===== src/hdl/hwmon_status_pkg.sv =====
// constants for the fan, diode and supply status block
// ----------------------------------------------------------------------------
// Summary of operation
// - event flag register ignores all writes
// - read clears flags whose cause has gone
// - bits 2..5 set when tach exceeds minimum
// - bits 6/7 set on diode short or open
// - set flags hold until read or disable
// - diode flag survives read while fault persists and monitoring is started
// - running diode fault loads 80h, sets limit error
// - diode disable clears fault and limit error
// - disabled flag never rises from zero
// - disabled set fan or supply flag clears at next reading update
// - stopped monitoring delays that clear to the first update after start
// - supply flag on above high or at/below low
// - supply limits writable regardless of lock
// - supply codes: nominal C0h, zero 00h, full FFh
// - summary bit 7 shows any event flag set
// - core supply bit 1, main supply bit 2
// - start bit zero sets no status bit
// ----------------------------------------------------------------------------
package hwmon_status_pkg;
   // register byte addresses
   localparam logic [7:0] first_status_addr = 8'h41;
   localparam logic [7:0] event_flags_addr = 8'h42;
   localparam logic [7:0] core_low_addr = 8'h46;
   localparam logic [7:0] core_high_addr = 8'h47;
   localparam logic [7:0] main_low_addr = 8'h48;
   localparam logic [7:0] main_high_addr = 8'h49;
   localparam logic [7:0] tach_min_base_addr = 8'h54;
   localparam logic [7:0] control_addr = 8'h60;
   localparam logic [7:0] enable_addr = 8'h61;
   localparam logic [7:0] irq_status_addr = 8'h62;
   localparam logic [7:0] irq_mask_addr = 8'h63;
   localparam logic [7:0] diode1_temp_addr = 8'h64;
   localparam logic [7:0] diode2_temp_addr = 8'h65;
   // reset values and fixed codes
   localparam logic [7:0] low_limit_reset = 8'h00;
   localparam logic [7:0] high_limit_reset = 8'hff;
   localparam logic [15:0] tach_min_reset = 16'hffff;
   localparam logic [7:0] enable_reset = 8'hff;
   localparam logic [7:0] diode_fault_code = 8'h80;
   localparam logic [7:0] supply_nominal_code = 8'hc0;
   localparam logic [7:0] read_data_unmapped = 8'h00;
   // field positions
   localparam int fan_flag_lsb = 2;
   localparam int diode1_flag_bit = 6;
   localparam int diode2_flag_bit = 7;
   localparam int core_flag_bit = 1;
   localparam int main_flag_bit = 2;
   localparam int diode1_err_bit = 4;
   localparam int diode2_err_bit = 6;
   localparam int summary_bit = 7;
   localparam int start_bit = 0;
   localparam int lock_bit = 1;
   // interrupt status layout
   localparam int irq_event_bit = 0;
   localparam int irq_supply_bit = 1;
   localparam int irq_width = 2;
endpackage : hwmon_status_pkg


===== src/hdl/hwmon_status.sv =====
// fan, diode and supply status flags behind an avalon-mm slave
`timescale 1ns/10ps
module hwmon_status
   import hwmon_status_pkg::*;
#(
   parameter int fans = 4
) (
   // clock and reset
   input wire logic core_clk,
   input wire logic srst,
   // avalon-mm slave
   input wire logic [7:0] address,
   input wire logic read,
   input wire logic write,
   input wire logic [31:0] writedata,
   input wire logic [3:0] byteenable,
   output logic [31:0] readdata,
   output logic waitrequest,
   // tachometer front end
   input wire logic [fans*16-1:0] tach_count,
   input wire logic [fans-1:0] tach_update,
   // diode front end
   input wire logic [1:0] diode_fault,
   input wire logic [1:0] diode_update,
   input wire logic [15:0] diode_temp,
   // supply front end
   input wire logic [7:0] core_reading,
   input wire logic [7:0] main_reading,
   input wire logic supply_update,
   // outputs
   output logic monitor_start,
   output logic irq
);
   logic [7:0] fan_diode_event_flags;
   logic [fans-1:0] fan_flags;
   logic [1:0] diode_flags;
   logic [7:0] core_supply_low_limit;
   logic [7:0] core_supply_high_limit;
   logic [7:0] main_supply_low_limit;
   logic [7:0] main_supply_high_limit;
   logic [15:0] tach_min [fans];
   logic [7:0] ctrl;
   logic [7:0] enables;
   logic [1:0] diode_limit_err;
   logic [7:0] diode_reading [2];
   logic [irq_width-1:0] irq_status;
   logic [irq_width-1:0] irq_mask;
   logic core_flag;
   logic main_flag;
   logic started;
   logic wr_go;
   logic rd_go;
   logic rd_events;
   logic rd_first;
   logic [7:0] wbyte;
   logic [7:0] first_status;
   logic [7:0] next_rdata;
   logic [7:0] prev_events;
   logic [1:0] prev_supply;
   logic busy;

   // ------------------------------------------------------------------------
   // bus slave
   // ------------------------------------------------------------------------
   // one wait cycle, then the access completes; waitrequest is its own flop
   always_ff @(posedge core_clk) begin
      if (srst) begin
         waitrequest <= 1'b1;
      end else begin
         waitrequest <= !((read || write) && waitrequest);
      end
   end
   assign busy = !waitrequest;
   assign wr_go = write && busy;
   assign rd_go = read && busy;
   assign wbyte = byteenable[0] ? writedata[7:0] : 8'h00;
   assign rd_events = rd_go && (address == event_flags_addr);
   assign rd_first = rd_go && (address == first_status_addr);
   assign started = ctrl[start_bit];

   // first status register view
   always_comb begin
      first_status = 8'h00;
      first_status[summary_bit] = |fan_diode_event_flags;
      first_status[core_flag_bit] = core_flag;
      first_status[main_flag_bit] = main_flag;
      first_status[diode1_err_bit] = diode_limit_err[0];
      first_status[diode2_err_bit] = diode_limit_err[1];
   end

   // read mux
   always_comb begin
      unique case (address)
         first_status_addr: next_rdata = first_status;
         event_flags_addr: next_rdata = fan_diode_event_flags;
         core_low_addr: next_rdata = core_supply_low_limit;
         core_high_addr: next_rdata = core_supply_high_limit;
         main_low_addr: next_rdata = main_supply_low_limit;
         main_high_addr: next_rdata = main_supply_high_limit;
         control_addr: next_rdata = ctrl;
         enable_addr: next_rdata = enables;
         irq_status_addr: next_rdata = {6'h00, irq_status};
         irq_mask_addr: next_rdata = {6'h00, irq_mask};
         diode1_temp_addr: next_rdata = diode_reading[0];
         diode2_temp_addr: next_rdata = diode_reading[1];
         default: next_rdata = read_data_unmapped;
      endcase
      for (int i = 0; i < fans; i++) begin
         if (address == tach_min_base_addr + 8'(2*i)) next_rdata = tach_min[i][7:0];
         if (address == tach_min_base_addr + 8'(2*i+1)) next_rdata = tach_min[i][15:8];
      end
   end

   // registered read data
   always_ff @(posedge core_clk) begin
      if (srst) begin
         readdata <= 32'h0000_0000;
      end else if (read && !busy) begin
         readdata <= {24'h000000, next_rdata};
      end
   end

   // supply limits, no lock gating here
   always_ff @(posedge core_clk) begin
      if (srst) begin
         core_supply_low_limit <= low_limit_reset;
         core_supply_high_limit <= high_limit_reset;
         main_supply_low_limit <= low_limit_reset;
         main_supply_high_limit <= high_limit_reset;
      end else if (wr_go && byteenable[0]) begin
         if (address == core_low_addr) core_supply_low_limit <= wbyte;
         if (address == core_high_addr) core_supply_high_limit <= wbyte;
         if (address == main_low_addr) main_supply_low_limit <= wbyte;
         if (address == main_high_addr) main_supply_high_limit <= wbyte;
      end
   end

   // control, enables and mask
   always_ff @(posedge core_clk) begin
      if (srst) begin
         ctrl <= 8'h00;
         enables <= enable_reset;
         irq_mask <= '0;
      end else if (wr_go && byteenable[0]) begin
         if (address == control_addr) ctrl <= wbyte;
         if (address == enable_addr) enables <= wbyte;
         if (address == irq_mask_addr) irq_mask <= wbyte[irq_width-1:0];
      end
   end
   assign monitor_start = ctrl[start_bit];

   // tach minimums as byte pairs
   genvar g;
   generate
      for (g = 0; g < fans; g++) begin : g_tach_min
         always_ff @(posedge core_clk) begin
            if (srst) begin
               tach_min[g] <= tach_min_reset;
            end else if (wr_go && byteenable[0]) begin
               if (address == tach_min_base_addr + 8'(2*g)) tach_min[g][7:0] <= wbyte;
               if (address == tach_min_base_addr + 8'(2*g+1)) tach_min[g][15:8] <= wbyte;
            end
         end
      end
   endgenerate

   // ------------------------------------------------------------------------
   // fan flags, bits 2..5; writes never touch the flags
   // ------------------------------------------------------------------------
   generate
      for (g = 0; g < fans; g++) begin : g_fan
         logic slow;
         logic en;
         assign slow = tach_count[g*16 +: 16] > tach_min[g];
         assign en = enables[fan_flag_lsb+g];
         always_ff @(posedge core_clk) begin
            if (srst) begin
               fan_flags[g] <= 1'b0;
            end else if (started && tach_update[g] && en && slow) begin
               fan_flags[g] <= 1'b1;
            end else if (started && tach_update[g] && !en) begin
               fan_flags[g] <= 1'b0;
            end else if (rd_events && !(started && slow && en)) begin
               fan_flags[g] <= 1'b0;
            end
         end
      end
   endgenerate

   // reserved bits tied low, no write path into the flags
   assign fan_diode_event_flags = {diode_flags, fan_flags, 2'b00};

   // ------------------------------------------------------------------------
   // diode fault flags, readings and limit errors
   // ------------------------------------------------------------------------
   generate
      for (g = 0; g < 2; g++) begin : g_diode
         localparam int fbit = diode1_flag_bit + g;
         logic en;
         assign en = enables[fbit];
         // fault flag: survives read while fault present and monitoring started
         always_ff @(posedge core_clk) begin
            if (srst) begin
               diode_flags[g] <= 1'b0;
            end else if (!en) begin
               diode_flags[g] <= 1'b0;
            end else if (started && diode_fault[g]) begin
               diode_flags[g] <= 1'b1;
            end else if (rd_events) begin
               diode_flags[g] <= 1'b0;
            end
         end
         // reading forced to fault code while running
         always_ff @(posedge core_clk) begin
            if (srst) begin
               diode_reading[g] <= 8'h00;
            end else if (started && diode_fault[g]) begin
               diode_reading[g] <= diode_fault_code;
            end else if (started && diode_update[g]) begin
               diode_reading[g] <= diode_temp[g*8 +: 8];
            end
         end
         // limit error set directly by a running fault, not from the reading
         always_ff @(posedge core_clk) begin
            if (srst) begin
               diode_limit_err[g] <= 1'b0;
            end else if (!en) begin
               diode_limit_err[g] <= 1'b0;
            end else if (started && diode_fault[g]) begin
               diode_limit_err[g] <= 1'b1;
            end else if (rd_first) begin
               diode_limit_err[g] <= 1'b0;
            end
         end
      end
   endgenerate

   // ------------------------------------------------------------------------
   // supply window checks
   // ------------------------------------------------------------------------
   supply_window_check #(.width(8)) u_core (
      .core_clk(core_clk),
      .srst(srst),
      .update(supply_update),
      .reading(core_reading),
      .low_limit(core_supply_low_limit),
      .high_limit(core_supply_high_limit),
      .enable(enables[core_flag_bit]),
      .started(started),
      .read_clear(rd_first),
      .flag(core_flag)
   );
   supply_window_check #(.width(8)) u_main (
      .core_clk(core_clk),
      .srst(srst),
      .update(supply_update),
      .reading(main_reading),
      .low_limit(main_supply_low_limit),
      .high_limit(main_supply_high_limit),
      .enable(enables[main_flag_bit]),
      .started(started),
      .read_clear(rd_first),
      .flag(main_flag)
   );

   // ------------------------------------------------------------------------
   // interrupt
   // ------------------------------------------------------------------------
   // rising edges of flag groups set sticky bits, write one clears, set wins
   always_ff @(posedge core_clk) begin
      if (srst) begin
         prev_events <= 8'h00;
         prev_supply <= 2'b00;
         irq_status <= '0;
         irq <= 1'b0;
      end else begin
         prev_events <= fan_diode_event_flags;
         prev_supply <= {main_flag, core_flag};
         for (int i = 0; i < irq_width; i++) begin
            if (wr_go && byteenable[0] && address == irq_status_addr && wbyte[i]) irq_status[i] <= 1'b0;
         end
         if (|(fan_diode_event_flags & ~prev_events)) irq_status[irq_event_bit] <= 1'b1;
         if (|({main_flag, core_flag} & ~prev_supply)) irq_status[irq_supply_bit] <= 1'b1;
         irq <= |(irq_status & irq_mask);
      end
   end

   // ------------------------------------------------------------------------
   // checks
   // ------------------------------------------------------------------------
   // flag register: writes, reads and enables
   AST_EVENT_WRITE_IGNORED: assert property (@(posedge core_clk) disable iff (srst)
      wr_go && address == event_flags_addr && !started |=> fan_diode_event_flags == $past(fan_diode_event_flags))
      else $error("event flags changed by write");
   AST_READ_CLEARS_FAN: assert property (@(posedge core_clk) disable iff (srst)
      rd_events && !(started && enables[fan_flag_lsb] && tach_count[15:0] > tach_min[0]) |=> !fan_flags[0])
      else $error("fan flag survived read");
   AST_DIODE_SETS: assert property (@(posedge core_clk) disable iff (srst)
      started && diode_fault[1] && enables[diode2_flag_bit] |=> fan_diode_event_flags[diode2_flag_bit])
      else $error("diode fault flag not set");
   AST_FAN_STOPPED_HOLD: assert property (@(posedge core_clk) disable iff (srst)
      !started && !rd_events && fan_flags[0] |=> fan_flags[0])
      else $error("fan flag lost while stopped");
   AST_DIODE_HOLD: assert property (@(posedge core_clk) disable iff (srst)
      rd_events && started && diode_fault[0] && enables[6] |=> fan_diode_event_flags[6])
      else $error("diode flag cleared during fault");
   AST_DIODE_LOAD: assert property (@(posedge core_clk) disable iff (srst)
      started && diode_fault[1] |=> diode_reading[1] == diode_fault_code && diode_limit_err[1] == $past(enables[7]))
      else $error("diode fault code not loaded");
   AST_DIODE_DISABLE: assert property (@(posedge core_clk) disable iff (srst)
      !enables[6] |=> !fan_diode_event_flags[6] && !diode_limit_err[0])
      else $error("disabled diode flags set");
   AST_FAN_OFF_NO_RISE: assert property (@(posedge core_clk) disable iff (srst)
      !enables[fan_flag_lsb] && !fan_flags[0] |=> !fan_flags[0])
      else $error("disabled fan flag rose");
   AST_FAN_DISABLE_UPDATE: assert property (@(posedge core_clk) disable iff (srst)
      started && tach_update[0] && !enables[fan_flag_lsb] |=> !fan_flags[0])
      else $error("disabled fan flag kept at update");
   AST_LIMIT_WRITE: assert property (@(posedge core_clk) disable iff (srst)
      wr_go && byteenable[0] && address == main_high_addr |=> main_supply_high_limit == $past(writedata[7:0]))
      else $error("supply limit write lost");
   AST_SUMMARY: assert property (@(posedge core_clk) disable iff (srst)
      first_status[summary_bit] == (fan_diode_event_flags != 8'h00))
      else $error("summary bit wrong");
   AST_STOPPED_NO_SET: assert property (@(posedge core_clk) disable iff (srst)
      !started && fan_diode_event_flags == 8'h00 |=> fan_diode_event_flags == 8'h00)
      else $error("flag set while stopped");
   AST_RESERVED_ZERO: assert property (@(posedge core_clk) disable iff (srst)
      rd_events ##1 1'b1 |-> readdata[1:0] == 2'b00)
      else $error("reserved bits nonzero");
   // bus timing and interrupt level
   AST_WAIT_ONE: assert property (@(posedge core_clk) disable iff (srst)
      $rose(read) && !busy |=> !waitrequest)
      else $error("read not answered in one cycle");
   AST_WAIT_SINGLE: assert property (@(posedge core_clk) disable iff (srst)
      !waitrequest |=> waitrequest)
      else $error("waitrequest low for more than one cycle");
   AST_IRQ_LEVEL: assert property (@(posedge core_clk) disable iff (srst)
      irq == |($past(irq_status & irq_mask)))
      else $error("interrupt level wrong");

   COV_FAN_SET: cover property (@(posedge core_clk) disable iff (srst) $rose(fan_diode_event_flags[2]));
   COV_DIODE_FAULT: cover property (@(posedge core_clk) disable iff (srst) $rose(diode_limit_err[0]));
   COV_DIODE_HELD: cover property (@(posedge core_clk) disable iff (srst)
      rd_events && started && diode_fault[0] ##1 fan_diode_event_flags[6]);
   COV_SUPPLY: cover property (@(posedge core_clk) disable iff (srst) $rose(core_flag));
   COV_IRQ: cover property (@(posedge core_clk) disable iff (srst) $rose(irq));
endmodule : hwmon_status


===== src/hdl/supply_window_check.sv =====
// one supply reading against its low and high limits
`timescale 1ns/10ps
module supply_window_check
   import hwmon_status_pkg::*;
#(
   parameter int width = 8
) (
   // clock and reset
   input wire logic core_clk,
   input wire logic srst,
   // reading and limits
   input wire logic update,
   input wire logic [width-1:0] reading,
   input wire logic [width-1:0] low_limit,
   input wire logic [width-1:0] high_limit,
   // flag control
   input wire logic enable,
   input wire logic started,
   input wire logic read_clear,
   output logic flag
);
   logic violate;

   // window compare, low end inclusive
   assign violate = (reading > high_limit) || (reading <= low_limit);

   // sticky flag, set wins over read clear
   always_ff @(posedge core_clk) begin
      if (srst) begin
         flag <= 1'b0;
      end else if (started && update && enable && violate) begin
         flag <= 1'b1;
      end else if (started && update && !enable) begin
         flag <= 1'b0;
      end else if (read_clear && !(started && violate)) begin
         flag <= 1'b0;
      end
   end

   AST_SUPPLY_NO_SET_OFF: assert property (@(posedge core_clk) disable iff (srst)
      !flag && !(started && enable) |=> !flag) else $error("supply flag rose while off");
endmodule : supply_window_check


===== config.mk =====
export PLATFORM = sky130hd
export DESIGN_NAME = hwmon_status
export DESIGN_NICKNAME = d
export VERILOG_FILES = /design/src/hdl/hwmon_status_pkg.sv /design/src/hdl/hwmon_status.sv /design/src/hdl/supply_window_check.sv
export SDC_FILE = /design/constraint.sdc
export NUM_CORES = 1
export LEC_CHECK = 0
export ABC_AREA = 1
export BUFFER_PORTS_ARGS = -buffer_cell sky130_fd_sc_hd__buf_4
export CORE_MARGIN = 10
export CORE_UTILIZATION = 55
export DETAILED_ROUTE_END_ITERATION = 12
export GPL_ROUTABILITY_DRIVEN = 1
export PLACE_DENSITY = 0.79
export REMOVE_ABC_BUFFERS = 1
export SLEW_MARGIN = 25
export SYNTH_ARGS = -nofsm -noshare
export SYNTH_HDL_FRONTEND = slang
export SYNTH_HIERARCHICAL = 1
export SYNTH_SLANG_ARGS = --single-unit

===== constraint.sdc =====
create_clock -name core_clk -period 2.7 [get_ports core_clk]
set_input_delay 0.405 -clock core_clk [delete_from_list [all_inputs] [get_ports core_clk]]
set_output_delay 0.405 -clock core_clk [all_outputs]
set_load 0.02 [all_outputs]

==> flow_summary.yaml <==
sta:
  timing_hold_violations_final: 0
  final_period_minus_worst_setup_slack_ns: 2.01
  setup_viol_count_final: 0
  fin_worst_skew_ns: 0.00815
  worst_slew_pin_slew_ns: 0.876
  setup-tns-final_ns: 0
  slew_violations: 0
  final_min_period_over_clock_period_pct: 74.3
  fmax_mhz: 498
  timing.slew.headroom_pct: 41.5
  holdWs_ns: 0.203
  final_critical_path_setup_slack_ns: 0.693
  rsz_0062_raised_after_global_routing: "no"
logic_synthesis:
  postSynth.asyncResetShare_pct: 0
  number_of_distinct_standard_cells_referenced_by_the_synthesized_netlist: 39
  dominantRegCellSynth: "sky130_fd_sc_hd__edfxtp_1"
  ys_top_cells_by_count: "sky130_fd_sc_hd__nand2_1, sky130_fd_sc_hd__inv_1, sky130_fd_sc_hd__a21oi_1"
  cell_taking_the_most_area_after_synthesis: "sky130_fd_sc_hd__edfxtp_1"
  post-synth-top-count-cell: "sky130_fd_sc_hd__nand2_1"
  yosys_register_bits: 160
  synth_edf_count: 80
  syn-cell-area_mm2: 0.00996
  synthesis.area_per_instance_um2: 7.76
  synth_top_area_share_pct: 24.1
  synthTopCellsByArea: "sky130_fd_sc_hd__edfxtp_1, sky130_fd_sc_hd__dfxtp_1, sky130_fd_sc_hd__ha_1"
  synthesis.yosys.warnings: 6
  synth.yosys.seq_area_share_pct: 40.2
  syn_inst: 1283
setup_path:
  timing.critical_path.required_ns: 2.85
  timing_worst_setup_path_type: "register to register"
  critical_path.endpoint: "tach_min[2][11]"
  regToRegSetupSlack_ns: 0.69
  r2r-start: "waitrequest"
  ff2ff_path_depth: 5
  timing.critical_path.from_type: "register"
  critPathCaptureType: "register"
  data_arrival_time_of_the_critical_path_ns: 2.15
  critPathLaunch: "waitrequest"
  timing.critical_path.fanout_max: 16
  reg2reg_to: "tach_min[2][11]"
global_routing:
  grt_start_max_net_pins: 38
  gr-usage-all-layers_pct: 23.3
  grt-ovfl-total: 0
  grt_pass1_vias: 8878
  grt_first_pass_wirelength_mm: 44.6
  antenna_violations_before_repair: 0
floorplan:
  die_h_um: 155
  start_util_pct: 55.6
  chipWidth_um: 155
  placeableCoreArea_mm2: 0.0179
  io_pins: 188
  dieArea_mm2: 0.0239
  num_rows: 49
place:
  port_buffers: 136
  routabilityCongestion: 0.945
  place_worst_setup_slack_ns: 0.388
  dpl.hpwl_mm: 22.2
  place.detailed.instances: 1637
drt:
  routed_wire_length_per_instance_um: 17.2
  drt-total-wl_mm: 28.7
  firstDrtPassIters: 6
  first_iter_violations: 758
  remaining_number_of_nets_flagged_by_the_antenna_check_after_routing: 0
  drcViolationCount: 0
  number_of_vias_per_cell: 5.52
  vias: 9209
clock_tree:
  postCtsHoldBufs: 0
  path_clk_slew_ns: 0.06
  clock_path_buffers: 2
  h-tree-depth: 4
  cts_tree: "done"
  post_cts_resized: 0
  clock_latency_ns: 0.44
  cts_made_buffers: 17
  post-cts-setup-buffer-count: 0
  numClockSinks: 160
  ctsRootBufferMaster: "sky130_fd_sc_hd__clkbuf_16"
flow_run:
  max-cap-violations: 0
power:
  vdd.ir_drop.worst_uv: 474
  power_density_mw_per_mm2: 461
  static-leakage-power_uw: 0.00571
final_layout:
  layout.nets: 1676
  flow.area_growth_from_synthesis_pct: 18.3
  layout-drive-gt1-share_pct: 16.3
  antenna_cells: 0
  post_layout_nonfiller_instances: 1669
  final_core_area_utilization_pct: 65.8
run_status:
  run_status: "finished, final reports clean"
min_path:
  worstHoldStart: "write"
  hold_path_class: "input pin to register"
==> report_power, final <==
group          total (µW)  switching (µW)  internal [µW]  leakage, µW
clock                2330             937           1400     0.000282
sequential           2560            6.82           2550      0.00125
combinational         531             319            211      0.00418
==> registers in the layout (all words and copies together) (netlist names), 4 cells and up <==
signal / count
main_supply_high_limit: 8
core_supply_high_limit: 8
tach_min: 64
readdata: 8
prev_events: 6
diode_reading: 16
fan_diode_event_flags: 4
enables: 8
main_supply_low_limit: 8
core_supply_low_limit: 8
ctrl: 8
==> area by class of cell <==
| class | instances | area [µm²] |
|---|---|---|
| clock buffers | 29 | 557 |
| well taps | 229 | 287 |
| repair buffers | 158 | 1190 |
| multi-input cells | 884 | 4950 |
| fillers | 1524 | 6120 |
| inverters | 206 | 773 |
| flip-flops and latches | 160 | 4000 |
| clock inverters | 3 | 21.3 |
==> per-layer routing <==
layer	vias up	global-route usage [%]	part of all wire [%]
met2	451	40.8	51
met3	72	4.41	8.5
met1	4198	26.7	37
met4	0	10.7	3.8
li1	4488	-	-
met5	-	0	0
==> worst min-delay path by stage <==
stage	slack [ns]	cells after the start	to
after global placement	0.45	2	diode_limit_err[0]
after floorplan	0.44	2	diode_limit_err[1]
after detailed placement	0.46	2	diode_limit_err[0]
after CTS	0.20	2	waitrequest
after global routing	0.21	2	waitrequest
final	0.20	2	waitrequest
==> cell families after synthesis <==
family                   synth area share [%]
AO/OA/AOI/OAI                            12.5
flip-flops                               40.2
other                                  0.0376
buffers and inverters                    11.0
adder cells (fa/ha/maj)                  12.1
AND/OR/NAND/NOR                          24.2
==> metrics by stage <==
stage	instance area [µm²]	power, µW
after floorplan	9730	2860
after global placement	11200	3120
final	11800	5420
after global routing	11800	5560
after CTS	11800	5410
after detailed placement	11200	3140
==> layout by cell type, fill, tap and decap left out, drive strengths merged, types with 6 or more instances in the layout <==
master / n
nand2: 309
inv: 205
buf: 158
nor2: 106
a21oi: 105
ha: 96
dfxtp: 80
edfxtp: 80
o21ai: 73
nand3: 71
clkbuf: 29
nand4: 26
conb: 24
o211ai: 22
nor3: 20
a211oi: 6
o21a: 6
==> critical path, cell delays in order (launching register included) <==
cell and delay (ns):
sky130_fd_sc_hd__dfxtp_1 0.37, sky130_fd_sc_hd__inv_1 0.13, sky130_fd_sc_hd__nand3_2 0.25, sky130_fd_sc_hd__buf_4 0.33, sky130_fd_sc_hd__nor3_2 0.50, sky130_fd_sc_hd__nand2_1 0.14
No activity file was read; power rests on OpenSTA's default activity.
